**config.mk**
```make
export PLATFORM = sky130hd
export DESIGN_NAME = sct_top
export DESIGN_NICKNAME = d
export VERILOG_FILES = /design/src/verilog/sct_pkg.sv /design/src/verilog/sct_apb_slave.sv /design/src/verilog/sct_top.sv
export SDC_FILE = /design/constraint.sdc
export NUM_CORES = 1
export LEC_CHECK = 0
export ABC_AREA = 0
export CORE_ASPECT_RATIO = 1.75
export CORE_UTILIZATION = 30
export CTS_CLUSTER_SIZE = 30
export DETAILED_ROUTE_END_ITERATION = 8
export DONT_BUFFER_PORTS = 1
export GPL_TIMING_DRIVEN = 0
export MAX_ROUTING_LAYER = met4
export PLACE_DENSITY = 0.46
export SYNTH_ARGS = -nofsm -noshare
export SYNTH_HDL_FRONTEND = slang
export SYNTH_SLANG_ARGS = --single-unit
```
**constraint.sdc**
```tcl
create_clock -name pclk -period 2.4 [get_ports pclk]
set_input_delay 0.12 -clock pclk [delete_from_list [all_inputs] [get_ports pclk]]
set_output_delay 0.12 -clock pclk [all_outputs]
set_load 0.02 [all_outputs]
```
**src/verilog/sct_pkg.sv**
```systemverilog
// package for the serial character transmitter: register map, field positions, frame sizes
// assumes a 32-bit apb slave with word-aligned registers
package sct_pkg;
  // register byte offsets
  localparam logic [7:0] SCT_STATUS_OFF = 8'h00;
  localparam logic [7:0] SCT_DATA_OFF   = 8'h04;
  localparam logic [7:0] SCT_CTRL1_OFF  = 8'h08;
  localparam logic [7:0] SCT_CTRL2_OFF  = 8'h0C;
  localparam logic [7:0] SCT_IRQST_OFF  = 8'h10;
  localparam logic [7:0] SCT_IRQMSK_OFF = 8'h14;
  // status fields
  localparam int SCT_ST_TXE  = 7;
  localparam int SCT_ST_TC   = 6;
  localparam int SCT_ST_BUSY = 0;
  // control 1 fields
  localparam int SCT_C1_NINTH = 6;
  localparam int SCT_C1_WLEN  = 4;
  // control 2 fields
  localparam int SCT_C2_TXE_IE = 7;
  localparam int SCT_C2_TC_IE  = 6;
  localparam int SCT_C2_TEN    = 3;
  // sticky interrupt status / mask fields
  localparam int SCT_IRQ_TXE = 0;
  localparam int SCT_IRQ_TC  = 1;
  localparam int SCT_IRQ_W   = 2;
  // frame shape
  localparam int SCT_DATA8   = 8;
  localparam int SCT_DATA9   = 9;
  localparam int SCT_PRE8    = 10;
  localparam int SCT_PRE9    = 11;
  localparam int SCT_CNT_W   = 4;
  localparam logic [31:0] SCT_STATUS_RST = 32'h0000_00C0;
  typedef enum logic [1:0] {SCT_IDLE, SCT_PREAMBLE, SCT_FRAME} sct_state_t;
endpackage

```
**src/verilog/sct_apb_slave.sv**
```systemverilog
// apb slave front end: decodes address and produces one-cycle read and write strobes
// assumes the master follows apb setup/access phases; always zero wait state
`timescale 1ns/100ps
module sct_apb_slave (
  // clock and reset
  input  wire logic        pclk,
  input  wire logic        presetn,
  // apb
  input  wire logic        psel,
  input  wire logic        penable,
  input  wire logic        pwrite,
  input  wire logic [7:0]  paddr,
  // decoded
  output logic             wr_stb,
  output logic             rd_stb,
  output logic [7:0]       acc_addr,
  output logic             unmapped
);
  import sct_pkg::*;
  always_comb begin
    wr_stb   = psel && penable && pwrite;
    rd_stb   = psel && penable && !pwrite;
    acc_addr = paddr;
    unmapped = !(paddr == SCT_STATUS_OFF || paddr == SCT_DATA_OFF ||
                 paddr == SCT_CTRL1_OFF  || paddr == SCT_CTRL2_OFF ||
                 paddr == SCT_IRQST_OFF  || paddr == SCT_IRQMSK_OFF);
  end
endmodule

```
**src/verilog/sct_top.sv**
```systemverilog
// serial character transmitter: apb registers, holding buffer, shifter, flags, interrupt
// assumes a baud tick pulse of one pclk cycle per bit period from an outside generator
//
// Overview of operation
// - words are 8 or 9 data bits, chosen by the word length bit.
// - in 9-bit mode the ninth bit comes from control register 1.
// - data bits leave the line least significant bit first.
// - data register writes land in a holding buffer unless the transmitter is enabled and idle.
// - enabling the transmitter sends 10 or 11 idle ones first.
// - buffer-empty clears only after a status access then a data write.
// - buffer-empty sets when the buffer moves into the shifter.
// - buffer-empty requests an interrupt when its enable bit is set.
// - a write during shifting waits in the buffer until the frame ends.
// - a write while enabled and idle loads the shifter directly; buffer-empty stays set.
// - transmission-complete sets after the stop bit; interrupt when enabled.
// - transmission-complete clears by the same status-then-data sequence.
`timescale 1ns/100ps
module sct_top #(
  parameter int DW = 32
) (
  // clock and reset
  input  wire logic          pclk,
  input  wire logic          presetn,
  // apb slave
  input  wire logic          psel,
  input  wire logic          penable,
  input  wire logic          pwrite,
  input  wire logic [7:0]    paddr,
  input  wire logic [DW-1:0] pwdata,
  output logic [DW-1:0]      prdata,
  output logic               pready,
  output logic               pslverr,
  // baud tick
  input  wire logic          baud_tick,
  // serial line and interrupt
  output logic               txd,
  output logic               irq
);
  import sct_pkg::*;

  logic        wr_stb;
  logic        rd_stb;
  logic [7:0]  acc_addr;
  logic        unmapped;

  sct_apb_slave u_apb (
    .pclk     (pclk),
    .presetn  (presetn),
    .psel     (psel),
    .penable  (penable),
    .pwrite   (pwrite),
    .paddr    (paddr),
    .wr_stb   (wr_stb),
    .rd_stb   (rd_stb),
    .acc_addr (acc_addr),
    .unmapped (unmapped)
  );

  logic             wlen9_ff;
  logic             ninth_tx_bit_ff;
  logic             transmitter_enable_ff;
  logic             tx_empty_irq_enable_ff;
  logic             tx_complete_irq_enable_ff;
  logic             tx_buffer_empty_flag_ff;
  logic             tx_complete_flag_ff;
  logic             status_seen_ff;
  logic [8:0]       tx_holding_buffer_ff;
  logic             hold_full_ff;
  logic [SCT_IRQ_W-1:0] irq_st_ff;
  logic [SCT_IRQ_W-1:0] irq_msk_ff;
  sct_state_t       state_ff;
  logic [10:0]      shift_ff;
  logic [SCT_CNT_W-1:0] cnt_ff;
  logic             pre_req_ff;

  logic             data_wr;
  logic             status_acc;
  logic             frame_done;
  logic             load_now;
  logic             from_hold;
  logic [8:0]       load_word;
  logic [SCT_CNT_W-1:0] frame_bits;
  logic [SCT_CNT_W-1:0] pre_bits;
  logic             ten_rise;

  always_comb begin
    data_wr    = wr_stb && !unmapped && acc_addr == SCT_DATA_OFF;
    status_acc = psel && penable && !unmapped && acc_addr == SCT_STATUS_OFF;
    ten_rise   = wr_stb && acc_addr == SCT_CTRL2_OFF && pwdata[SCT_C2_TEN] &&
                 !transmitter_enable_ff;
    frame_bits = wlen9_ff ? SCT_CNT_W'(SCT_DATA9 + 2) : SCT_CNT_W'(SCT_DATA8 + 2);
    pre_bits   = wlen9_ff ? SCT_CNT_W'(SCT_PRE9) : SCT_CNT_W'(SCT_PRE8);
    frame_done = state_ff == SCT_FRAME && baud_tick && cnt_ff == SCT_CNT_W'(1);
    from_hold  = hold_full_ff && transmitter_enable_ff &&
                 (state_ff == SCT_IDLE || frame_done) && !pre_req_ff;
    load_now   = from_hold ||
                 (data_wr && state_ff == SCT_IDLE && !hold_full_ff &&
                  transmitter_enable_ff && !pre_req_ff);
    load_word  = from_hold ? tx_holding_buffer_ff :
                 {ninth_tx_bit_ff, pwdata[7:0]};
  end

  // control registers
  always_ff @(posedge pclk or negedge presetn) begin
    if (!presetn) begin
      wlen9_ff                  <= 1'b0;
      ninth_tx_bit_ff           <= 1'b0;
      transmitter_enable_ff     <= 1'b0;
      tx_empty_irq_enable_ff    <= 1'b0;
      tx_complete_irq_enable_ff <= 1'b0;
      irq_msk_ff                <= '0;
    end else if (wr_stb) begin
      unique case (acc_addr)
        SCT_CTRL1_OFF: begin
          wlen9_ff        <= pwdata[SCT_C1_WLEN];
          ninth_tx_bit_ff <= pwdata[SCT_C1_NINTH];
        end
        SCT_CTRL2_OFF: begin
          transmitter_enable_ff     <= pwdata[SCT_C2_TEN];
          tx_empty_irq_enable_ff    <= pwdata[SCT_C2_TXE_IE];
          tx_complete_irq_enable_ff <= pwdata[SCT_C2_TC_IE];
        end
        SCT_IRQMSK_OFF: irq_msk_ff <= pwdata[SCT_IRQ_W-1:0];
        default: ;
      endcase
    end
  end

  // holding buffer
  always_ff @(posedge pclk or negedge presetn) begin
    if (!presetn) begin
      tx_holding_buffer_ff <= '0;
      hold_full_ff         <= 1'b0;
    end else if (ten_rise) begin
      hold_full_ff <= 1'b0;
    // a write in the cycle the buffer drains into the shifter is kept, not lost
    end else if (data_wr && (!load_now || from_hold)) begin
      tx_holding_buffer_ff <= {ninth_tx_bit_ff, pwdata[7:0]};
      hold_full_ff         <= 1'b1;
    end else if (from_hold) begin
      hold_full_ff <= 1'b0;
    end
  end

  // status flags: a set wins over the clear sequence in the same cycle
  always_ff @(posedge pclk or negedge presetn) begin
    if (!presetn) begin
      tx_buffer_empty_flag_ff <= 1'b1;
      tx_complete_flag_ff     <= 1'b1;
      status_seen_ff          <= 1'b0;
    end else begin
      if (status_acc)
        status_seen_ff <= 1'b1;
      else if (data_wr)
        status_seen_ff <= 1'b0;
      if (load_now)
        tx_buffer_empty_flag_ff <= 1'b1;
      else if (data_wr && status_seen_ff)
        tx_buffer_empty_flag_ff <= 1'b0;
      if (frame_done)
        tx_complete_flag_ff <= 1'b1;
      else if (data_wr && status_seen_ff)
        tx_complete_flag_ff <= 1'b0;
    end
  end

  // sticky interrupt status, write one to clear; a new event wins
  always_ff @(posedge pclk or negedge presetn) begin
    if (!presetn) begin
      irq_st_ff <= '0;
    end else begin
      for (int i = 0; i < SCT_IRQ_W; i++) begin
        if (wr_stb && acc_addr == SCT_IRQST_OFF && pwdata[i])
          irq_st_ff[i] <= 1'b0;
      end
      if (load_now && tx_empty_irq_enable_ff)
        irq_st_ff[SCT_IRQ_TXE] <= 1'b1;
      if (frame_done && tx_complete_irq_enable_ff)
        irq_st_ff[SCT_IRQ_TC] <= 1'b1;
    end
  end

  always_ff @(posedge pclk or negedge presetn) begin
    if (!presetn)
      irq <= 1'b0;
    else
      irq <= |(irq_st_ff & irq_msk_ff);
  end

  // transmit sequencer
  always_ff @(posedge pclk or negedge presetn) begin
    if (!presetn) begin
      state_ff   <= SCT_IDLE;
      shift_ff   <= '1;
      cnt_ff     <= '0;
      pre_req_ff <= 1'b0;
    end else begin
      if (ten_rise)
        pre_req_ff <= 1'b1;
      else if (state_ff == SCT_PREAMBLE && baud_tick && cnt_ff == SCT_CNT_W'(1))
        pre_req_ff <= 1'b0;
      unique case (state_ff)
        SCT_IDLE: begin
          shift_ff <= '1;
          if (pre_req_ff && transmitter_enable_ff) begin
            state_ff <= SCT_PREAMBLE;
            cnt_ff   <= pre_bits;
          end else if (load_now) begin
            state_ff <= SCT_FRAME;
            cnt_ff   <= frame_bits;
            shift_ff <= wlen9_ff ? {1'b1, load_word, 1'b0} : {2'b11, load_word[7:0], 1'b0};
          end
        end
        SCT_PREAMBLE: begin
          if (baud_tick) begin
            cnt_ff <= cnt_ff - SCT_CNT_W'(1);
            if (cnt_ff == SCT_CNT_W'(1))
              state_ff <= SCT_IDLE;
          end
        end
        SCT_FRAME: begin
          if (baud_tick) begin
            shift_ff <= {1'b1, shift_ff[10:1]};
            cnt_ff   <= cnt_ff - SCT_CNT_W'(1);
            if (frame_done) begin
              if (load_now) begin
                cnt_ff   <= frame_bits;
                shift_ff <= wlen9_ff ? {1'b1, load_word, 1'b0} :
                            {2'b11, load_word[7:0], 1'b0};
              end else begin
                state_ff <= SCT_IDLE;
              end
            end
          end
        end
        default: state_ff <= SCT_IDLE;
      endcase
    end
  end

  always_ff @(posedge pclk or negedge presetn) begin
    if (!presetn)
      txd <= 1'b1;
    else
      txd <= (state_ff == SCT_FRAME) ? shift_ff[0] : 1'b1;
  end

  // apb read path, zero wait state
  always_ff @(posedge pclk or negedge presetn) begin
    if (!presetn) begin
      prdata  <= '0;
      pready  <= 1'b0;
      pslverr <= 1'b0;
    end else begin
      pready  <= psel && !penable;
      pslverr <= psel && !penable && unmapped;
      prdata  <= '0;
      if (psel && !penable && !pwrite) begin
        unique case (acc_addr)
          SCT_STATUS_OFF: begin
            prdata[SCT_ST_TXE]  <= tx_buffer_empty_flag_ff;
            prdata[SCT_ST_TC]   <= tx_complete_flag_ff;
            prdata[SCT_ST_BUSY] <= state_ff != SCT_IDLE;
          end
          SCT_CTRL1_OFF: begin
            prdata[SCT_C1_WLEN]  <= wlen9_ff;
            prdata[SCT_C1_NINTH] <= ninth_tx_bit_ff;
          end
          SCT_CTRL2_OFF: begin
            prdata[SCT_C2_TEN]    <= transmitter_enable_ff;
            prdata[SCT_C2_TXE_IE] <= tx_empty_irq_enable_ff;
            prdata[SCT_C2_TC_IE]  <= tx_complete_irq_enable_ff;
          end
          SCT_IRQST_OFF:  prdata[SCT_IRQ_W-1:0] <= irq_st_ff;
          SCT_IRQMSK_OFF: prdata[SCT_IRQ_W-1:0] <= irq_msk_ff;
          default: ;
        endcase
      end
    end
  end
endmodule

```
== After elaboration in Yosys (flattened, before gate mapping) ==
Cells that the tools add are included.
Widths: inputs -> output; s select.
Storage, ports and cells
  bits in registers: 50
  input port bits: 46
  logic and storage cells: 153
Cells by class
  add/subtract/negate cells: 1
  equality and inequality tests: 14
  multiplexer cells: 48
  bitwise logic cells: 2
  reductions and logical operators: 66
Operators with widths (count)
  $mux 10: 5
  $logic_and 1x1->1: 31
  $mux 4: 6
  $pmux 11 s2: 1
  $mux 2: 10
  $mux 1: 18
  $eq 8x4->1 const B: 2
  $eq 8x5->1 const B: 2
  $reduce_bool 2->1: 8
  $pmux 4 s3: 1
  $mux 11: 1
  $reduce_and 2->1: 5
  $mux 9: 1
  $eq 8x3->1 const B: 1
  $logic_not 8->1: 1
  $logic_or 1x1->1: 8
  $ne 2x2->1 const B: 4
  $logic_not 1->1: 7
  $pmux 1 s3: 2
  $pmux 2 s3: 1
  $reduce_and 6->1: 1
  $reduce_bool 3->1: 2
  $eq 4x1->1 const B: 1
  $pmux 1 s2: 2
  10 further kinds: 10

== Depth between registers and ports, before layout ==
  depth after elaboration: 18
  mapped depth: 8

== Modules after synthesis ==
A second synthesis with hierarchy kept.
Second synthesis, totals
  cell total of the unflattened synthesis: 264
  area total of the unflattened synthesis: 2733.9 um2
By module, submodules not included
  sct_top: times used 1, cells an instance 250, area an instance 2638.8 um2, sequential area each 1242.4 um2
  sct_apb_slave: times used 1, cells an instance 14, area an instance 95.1 um2, sequential area each 0.0 um2

== Worst setup path after synthesis ==
OpenSTA, ideal clock, no wires.
  path type: flip-flop to flip-flop
  start point: reg state_ff[0]
  end point: reg cnt_ff[3]
  data arrival time: 1.751 ns
  required time: 2.282 ns
  path slack: 0.531 ns
  cell stages (with the launch flop): 9
  cells stage by stage: dfrtp_1 -> inv_1 -> ha_1 -> clkbuf_1 -> nor2_1 -> o221ai_1 -> a21oi_2 -> o21ai_0 -> a21o_1
On the way
  word-level cells in the longest chain between the ends: 11
  elaborated cells on any way between the ends: 22
RTL lines
  from (decl): line sct_top.sv:71  | sct_state_t state_ff;
  from (signal assigned): line sct_top.sv:193  | state_ff <= SCT_IDLE;
  from (signal assigned): line sct_top.sv:206  | state_ff <= SCT_PREAMBLE;
  from (signal assigned): line sct_top.sv:209  | state_ff <= SCT_FRAME;
  $eq 2x2->1: line sct_top.sv:93, sct_top.sv:202
  $logic_and 1x1->1 (2 in a row): line sct_top.sv:93  | frame_done = state_ff == SCT_FRAME && baud_tick && cnt_ff == SCT_CNT_W'(1);
  $logic_or 1x1->1: line sct_top.sv:95  | (state_ff == SCT_IDLE || frame_done) && !pre_req_ff;
  $logic_and 1x1->1: line sct_top.sv:94  | from_hold = hold_full_ff && transmitter_enable_ff &&
  $logic_and 1x1->1: line sct_top.sv:95
  $logic_or 1x1->1: line sct_top.sv:96  | load_now = from_hold ||
  $mux 4: line sct_top.sv:226  | if (load_now) begin
  $mux 4: line sct_top.sv:225  | if (frame_done) begin
  $mux 4: line sct_top.sv:222  | if (baud_tick) begin
  $pmux 4 s3: line sct_top.sv:202  | unique case (state_ff)
  to (signal assigned): line sct_top.sv:207  | cnt_ff <= pre_bits;
  to (signal assigned): line sct_top.sv:224  | cnt_ff <= cnt_ff - SCT_CNT_W'(1);
  to (signal assigned): line sct_top.sv:227  | cnt_ff <= frame_bits;
  to (decl): line sct_top.sv:73  | logic [SCT_CNT_W-1:0] cnt_ff;
Parallel ways exist; a longest one is shown, timed or not. The select of a mux whose other input is x is not followed.
A chain may end at the register's enable or synchronous reset.

== Final worst setup path ==
  start point: reg state_ff[0]
  end point: reg cnt_ff[2]
Same word-level chain as after synthesis.

==> flow_summary_export.csv <==
group,metric,value,unit
power_and_ir_drop,powerDensity,526,mW/mm²
cells_and_area,mostFrequentLayoutCells,"dfrtp_1 (36), buf_4 (30), conb_1 (26)",
floorplan,row_count,45,
drt,ant_nets,0,
floorplan,core_area,0.00867,mm²
cells_and_area,fin_util,37.4,%
clocking,clkSinkCount,49,
worst_setup_path,reg2reg_depth,9,
worst_setup_path,cp_slowest_stage_delay,0.38,ns
timing,setup-tns-final,0,ns
logic_synthesis,syn_area_per_cell,11.0,µm²
drt,routed_via_density,4.79,
min_path,holdPathEnd,"pre_req_ff$_DFFE_PN0P_",
grt,global_route.usage.total,14.8,%
power_and_ir_drop,seqPwrFrac,49.6,%
logic_synthesis,ys_warn_count,0,
floorplan,dieArea,0.00929,mm²
clocking,worstSkewPairLatency,0.29,ns
min_path,hold_path_class,"primary input to flip-flop",
floorplan,die_h,127,µm
cells_and_area,fin_nets,343,
placed_design,gp_congestion,0.747,
drt,num_vias,1961,
power_and_ir_drop,p_sw_share,24.1,%
placed_design,place_ws,0.135,ns
floorplan,initial_core_util,30.8,%
logic_synthesis,synthDistinctLibCells,53,
worst_setup_path,cp-end-kind,"flip-flop",
drt,drt-wirelength-per-cell,15.0,µm
power_and_ir_drop,p_leak,1.55,nW
timing,grt_setup_unrepaired,"no",
logic_synthesis,synth-seq-area-share,46.6,%
power_and_ir_drop,ir_drop,357,µV
outcome,status,"complete, no violations",
logic_synthesis,ys.flop_type,"dfrtp_1",
cells_and_area,drive_gt1_share,27.7,%
placed_design,post_dp_cell_area,0.00291,mm²
timing,finalCritPeriodShare,91.0,%
drt,first_iter_violations,97,
clocking,numCtsBuffers,5,
power_and_ir_drop,intPower,0.00129,W
floorplan,die_w,73.3,µm
timing,setup_violations,0,
timing,setup_slack,0.217,ns
cells_and_area,final_area,0.00324,mm²
job,maxCapViolCount,0,
worst_setup_path,cp_slowest_cell,"dfrtp_1",
worst_setup_path,worstReg2RegStart,"state_ff[0]$_DFFE_PN0P_",
clocking,clkTransAtPathRegs,0.07,ns
worst_setup_path,required,2.62,ns
timing,finalHoldViolations,0,
clocking,htreeDepth,2,
grt,grt_overflow,0,
floorplan,pin_count,82,
logic_synthesis,synth-seq-cells,49,
min_path,hold_path.startpoint,"baud_tick",
cells_and_area,layout_commonest_cell,"dfrtp_1",
placed_design,dp_hpwl,4.34,mm
worst_setup_path,r2r-end,"cnt_ff[2]$_DFFE_PN0P_",
worst_setup_path,start_kind,"flip-flop",
logic_synthesis,synth_edf_count,0,
logic_synthesis,netlist_area,0.00267,mm²
timing,finalClockSkew,0.00483,ns
timing,fin_crit,2.18,ns
worst_setup_path,r2r_setup_slack,0.22,ns
drt,first_pass_iters,4,
drt,drt-total-wl,6.14,mm
power_and_ir_drop,power_switching,0.000411,W
cells_and_area,syn2layout_area_growth,21.4,%
placed_design,port_buffers,0,
power_and_ir_drop,p_total,0.00170,W
grt,antenna_found_initial,0,
timing,clock.fmax,458,MHz
worst_setup_path,criticalPathCategory,"flip-flop to flip-flop",
logic_synthesis,syn_inst,242,
power_and_ir_drop,comb_power_share,9.2,%
worst_setup_path,crit_chain,"inv_1 > ha_1 > clkbuf_1 > nor2_1 > o221ai_1 > a21oi_2 > buf_4 > nand3b_1 > o2bb2ai_1",
cells_and_area,num_antenna_cells,0,
grt,grt_pass1_vias,2031,
clocking,cts-root-buf,"clkbuf_16",
grt,grt_max_degree,50,
logic_synthesis,async_flop_share,100,%
drt,drc,0,
grt,grt_pass1_wl,9.92,mm
power_and_ir_drop,clockPowerShare,41.2,%
worst_setup_path,cp.arrival,2.40,ns
timing,drv_slew,0,
clocking,cts_buffer_depth,2,
min_path,whs_path_depth,2,
worst_setup_path,crit_start,"state_ff[0]$_DFFE_PN0P_",
clocking,cts_tree,"built",
worst_setup_path,worstPathMaxFanout,10,
## area by class of cell
cell class / instances / area [µm²]
buffer: 34 / 241
clock buffer: 6 / 129
tap: 117 / 146
multi-input combinational: 176 / 1260
sequential: 49 / 1240
timing repair buffer: 17 / 180
inverter: 8 / 30.0
fill: 915 / 5430
clock inverter: 2 / 13.8
## synth_stat cells (all sizes together), types with 3 or more instances
library cell	n	area [µm²]
dfrtp	36	901
buf	31	229
a21oi	17	88.8
mux2	17	225
dfstp	13	342
nand2	13	48.8
nor2	10	37.5
mux2i	9	90.1
inv	8	30.0
o32ai	8	70.1
o21ai	7	38.8
ha	6	75.1
nand3	6	35.0
nor3	6	30.0
a22o	4	35.0
and2	4	25.0
nand4	4	25.0
a21o	3	22.5
clkbuf	3	12.5
nand2b	3	18.8
nand3b	3	22.5
nor3b	3	22.5
o22ai	3	18.8
## cells by family after synthesis
group | Yosys count | synth area share (%)
AO/OA/AOI/OAI | 55 | 14.1
AND/OR/NAND/NOR | 63 | 14.4
other | 1 | 0.141
buffers and inverters | 42 | 10.2
flip-flops | 49 | 46.6
adder cells (fa/ha/maj) | 6 | 2.81
multiplexers | 26 | 11.8
## sequential cells by signal, indices dropped and copies added (netlist names), 2 cells and up
signal,count
cnt_ff,4
irq_msk_ff,2
irq_st_ff,2
prdata,6
shift_ff,10
state_ff,2
tx_holding_buffer_ff,9
## stage by stage
stage	std cells	hold slack, ns
3_5_place_dp	384	-0.175
3_3_place_gp	384	-0.175
4_1_cts	406	0.0146
6_report	409	0.0206
2_1_floorplan	267	-0.176
5_1_grt	409	0.0257
## routing by layer
metal  vias up  GRT usage [%]  part of all wire, %
li1        936              -                    -
met1       965           15.5                   40
met2        50           25.2                   53
met3        10           3.34                  4.2
met4         0           7.61                  3.0
met5         -              -                    0
## worst max-delay path, delay by kind of cell, from the launching register on
family	cells	cell delay, ns
AND/OR/NAND/NOR	2	0.38
buffers and inverters	3	0.49
flip-flops	1	0.38
adder cells (fa/ha/maj)	1	0.21
AO/OA/AOI/OAI	3	0.64
## worst max-delay path by stage
stage / to / slack, ns / depth (start not counted)
5_1_grt: shift_ff[8]$_DFFE_PN1P_ / 0.03 / 8
3_5_place_dp: shift_ff[1]$_DFFE_PN1P_ / 0.14 / 8
3_3_place_gp: shift_ff[1]$_DFFE_PN1P_ / 0.13 / 8
6_report: cnt_ff[2]$_DFFE_PN0P_ / 0.22 / 9
2_1_floorplan: cnt_ff[3]$_DFFE_PN0P_ / 0.53 / 8
4_1_cts: shift_ff[1]$_DFFE_PN1P_ / 0.11 / 8
## repair_timing
action                                  in CTS  in global routing
hold endpoints to repair                    70                  0
setup buffers                                0                  3
hold buffers                                14                  0
endpoints found under the setup margin       0                 11
gates resized for setup                      0                  2
## power by group through the flow
stage	Sequential [W]	Clock (W)	Combinational, W
2_1_floorplan	0.000858	0	0.000104
3_3_place_gp	0.000860	0	0.000113
3_5_place_dp	0.000860	0	0.000113
4_1_cts	0.000845	0.000732	0.000158
5_1_grt	0.000846	0.000769	0.000172
6_report	0.000845	0.000702	0.000157
No activity file was read; power rests on OpenSTA's default activity.
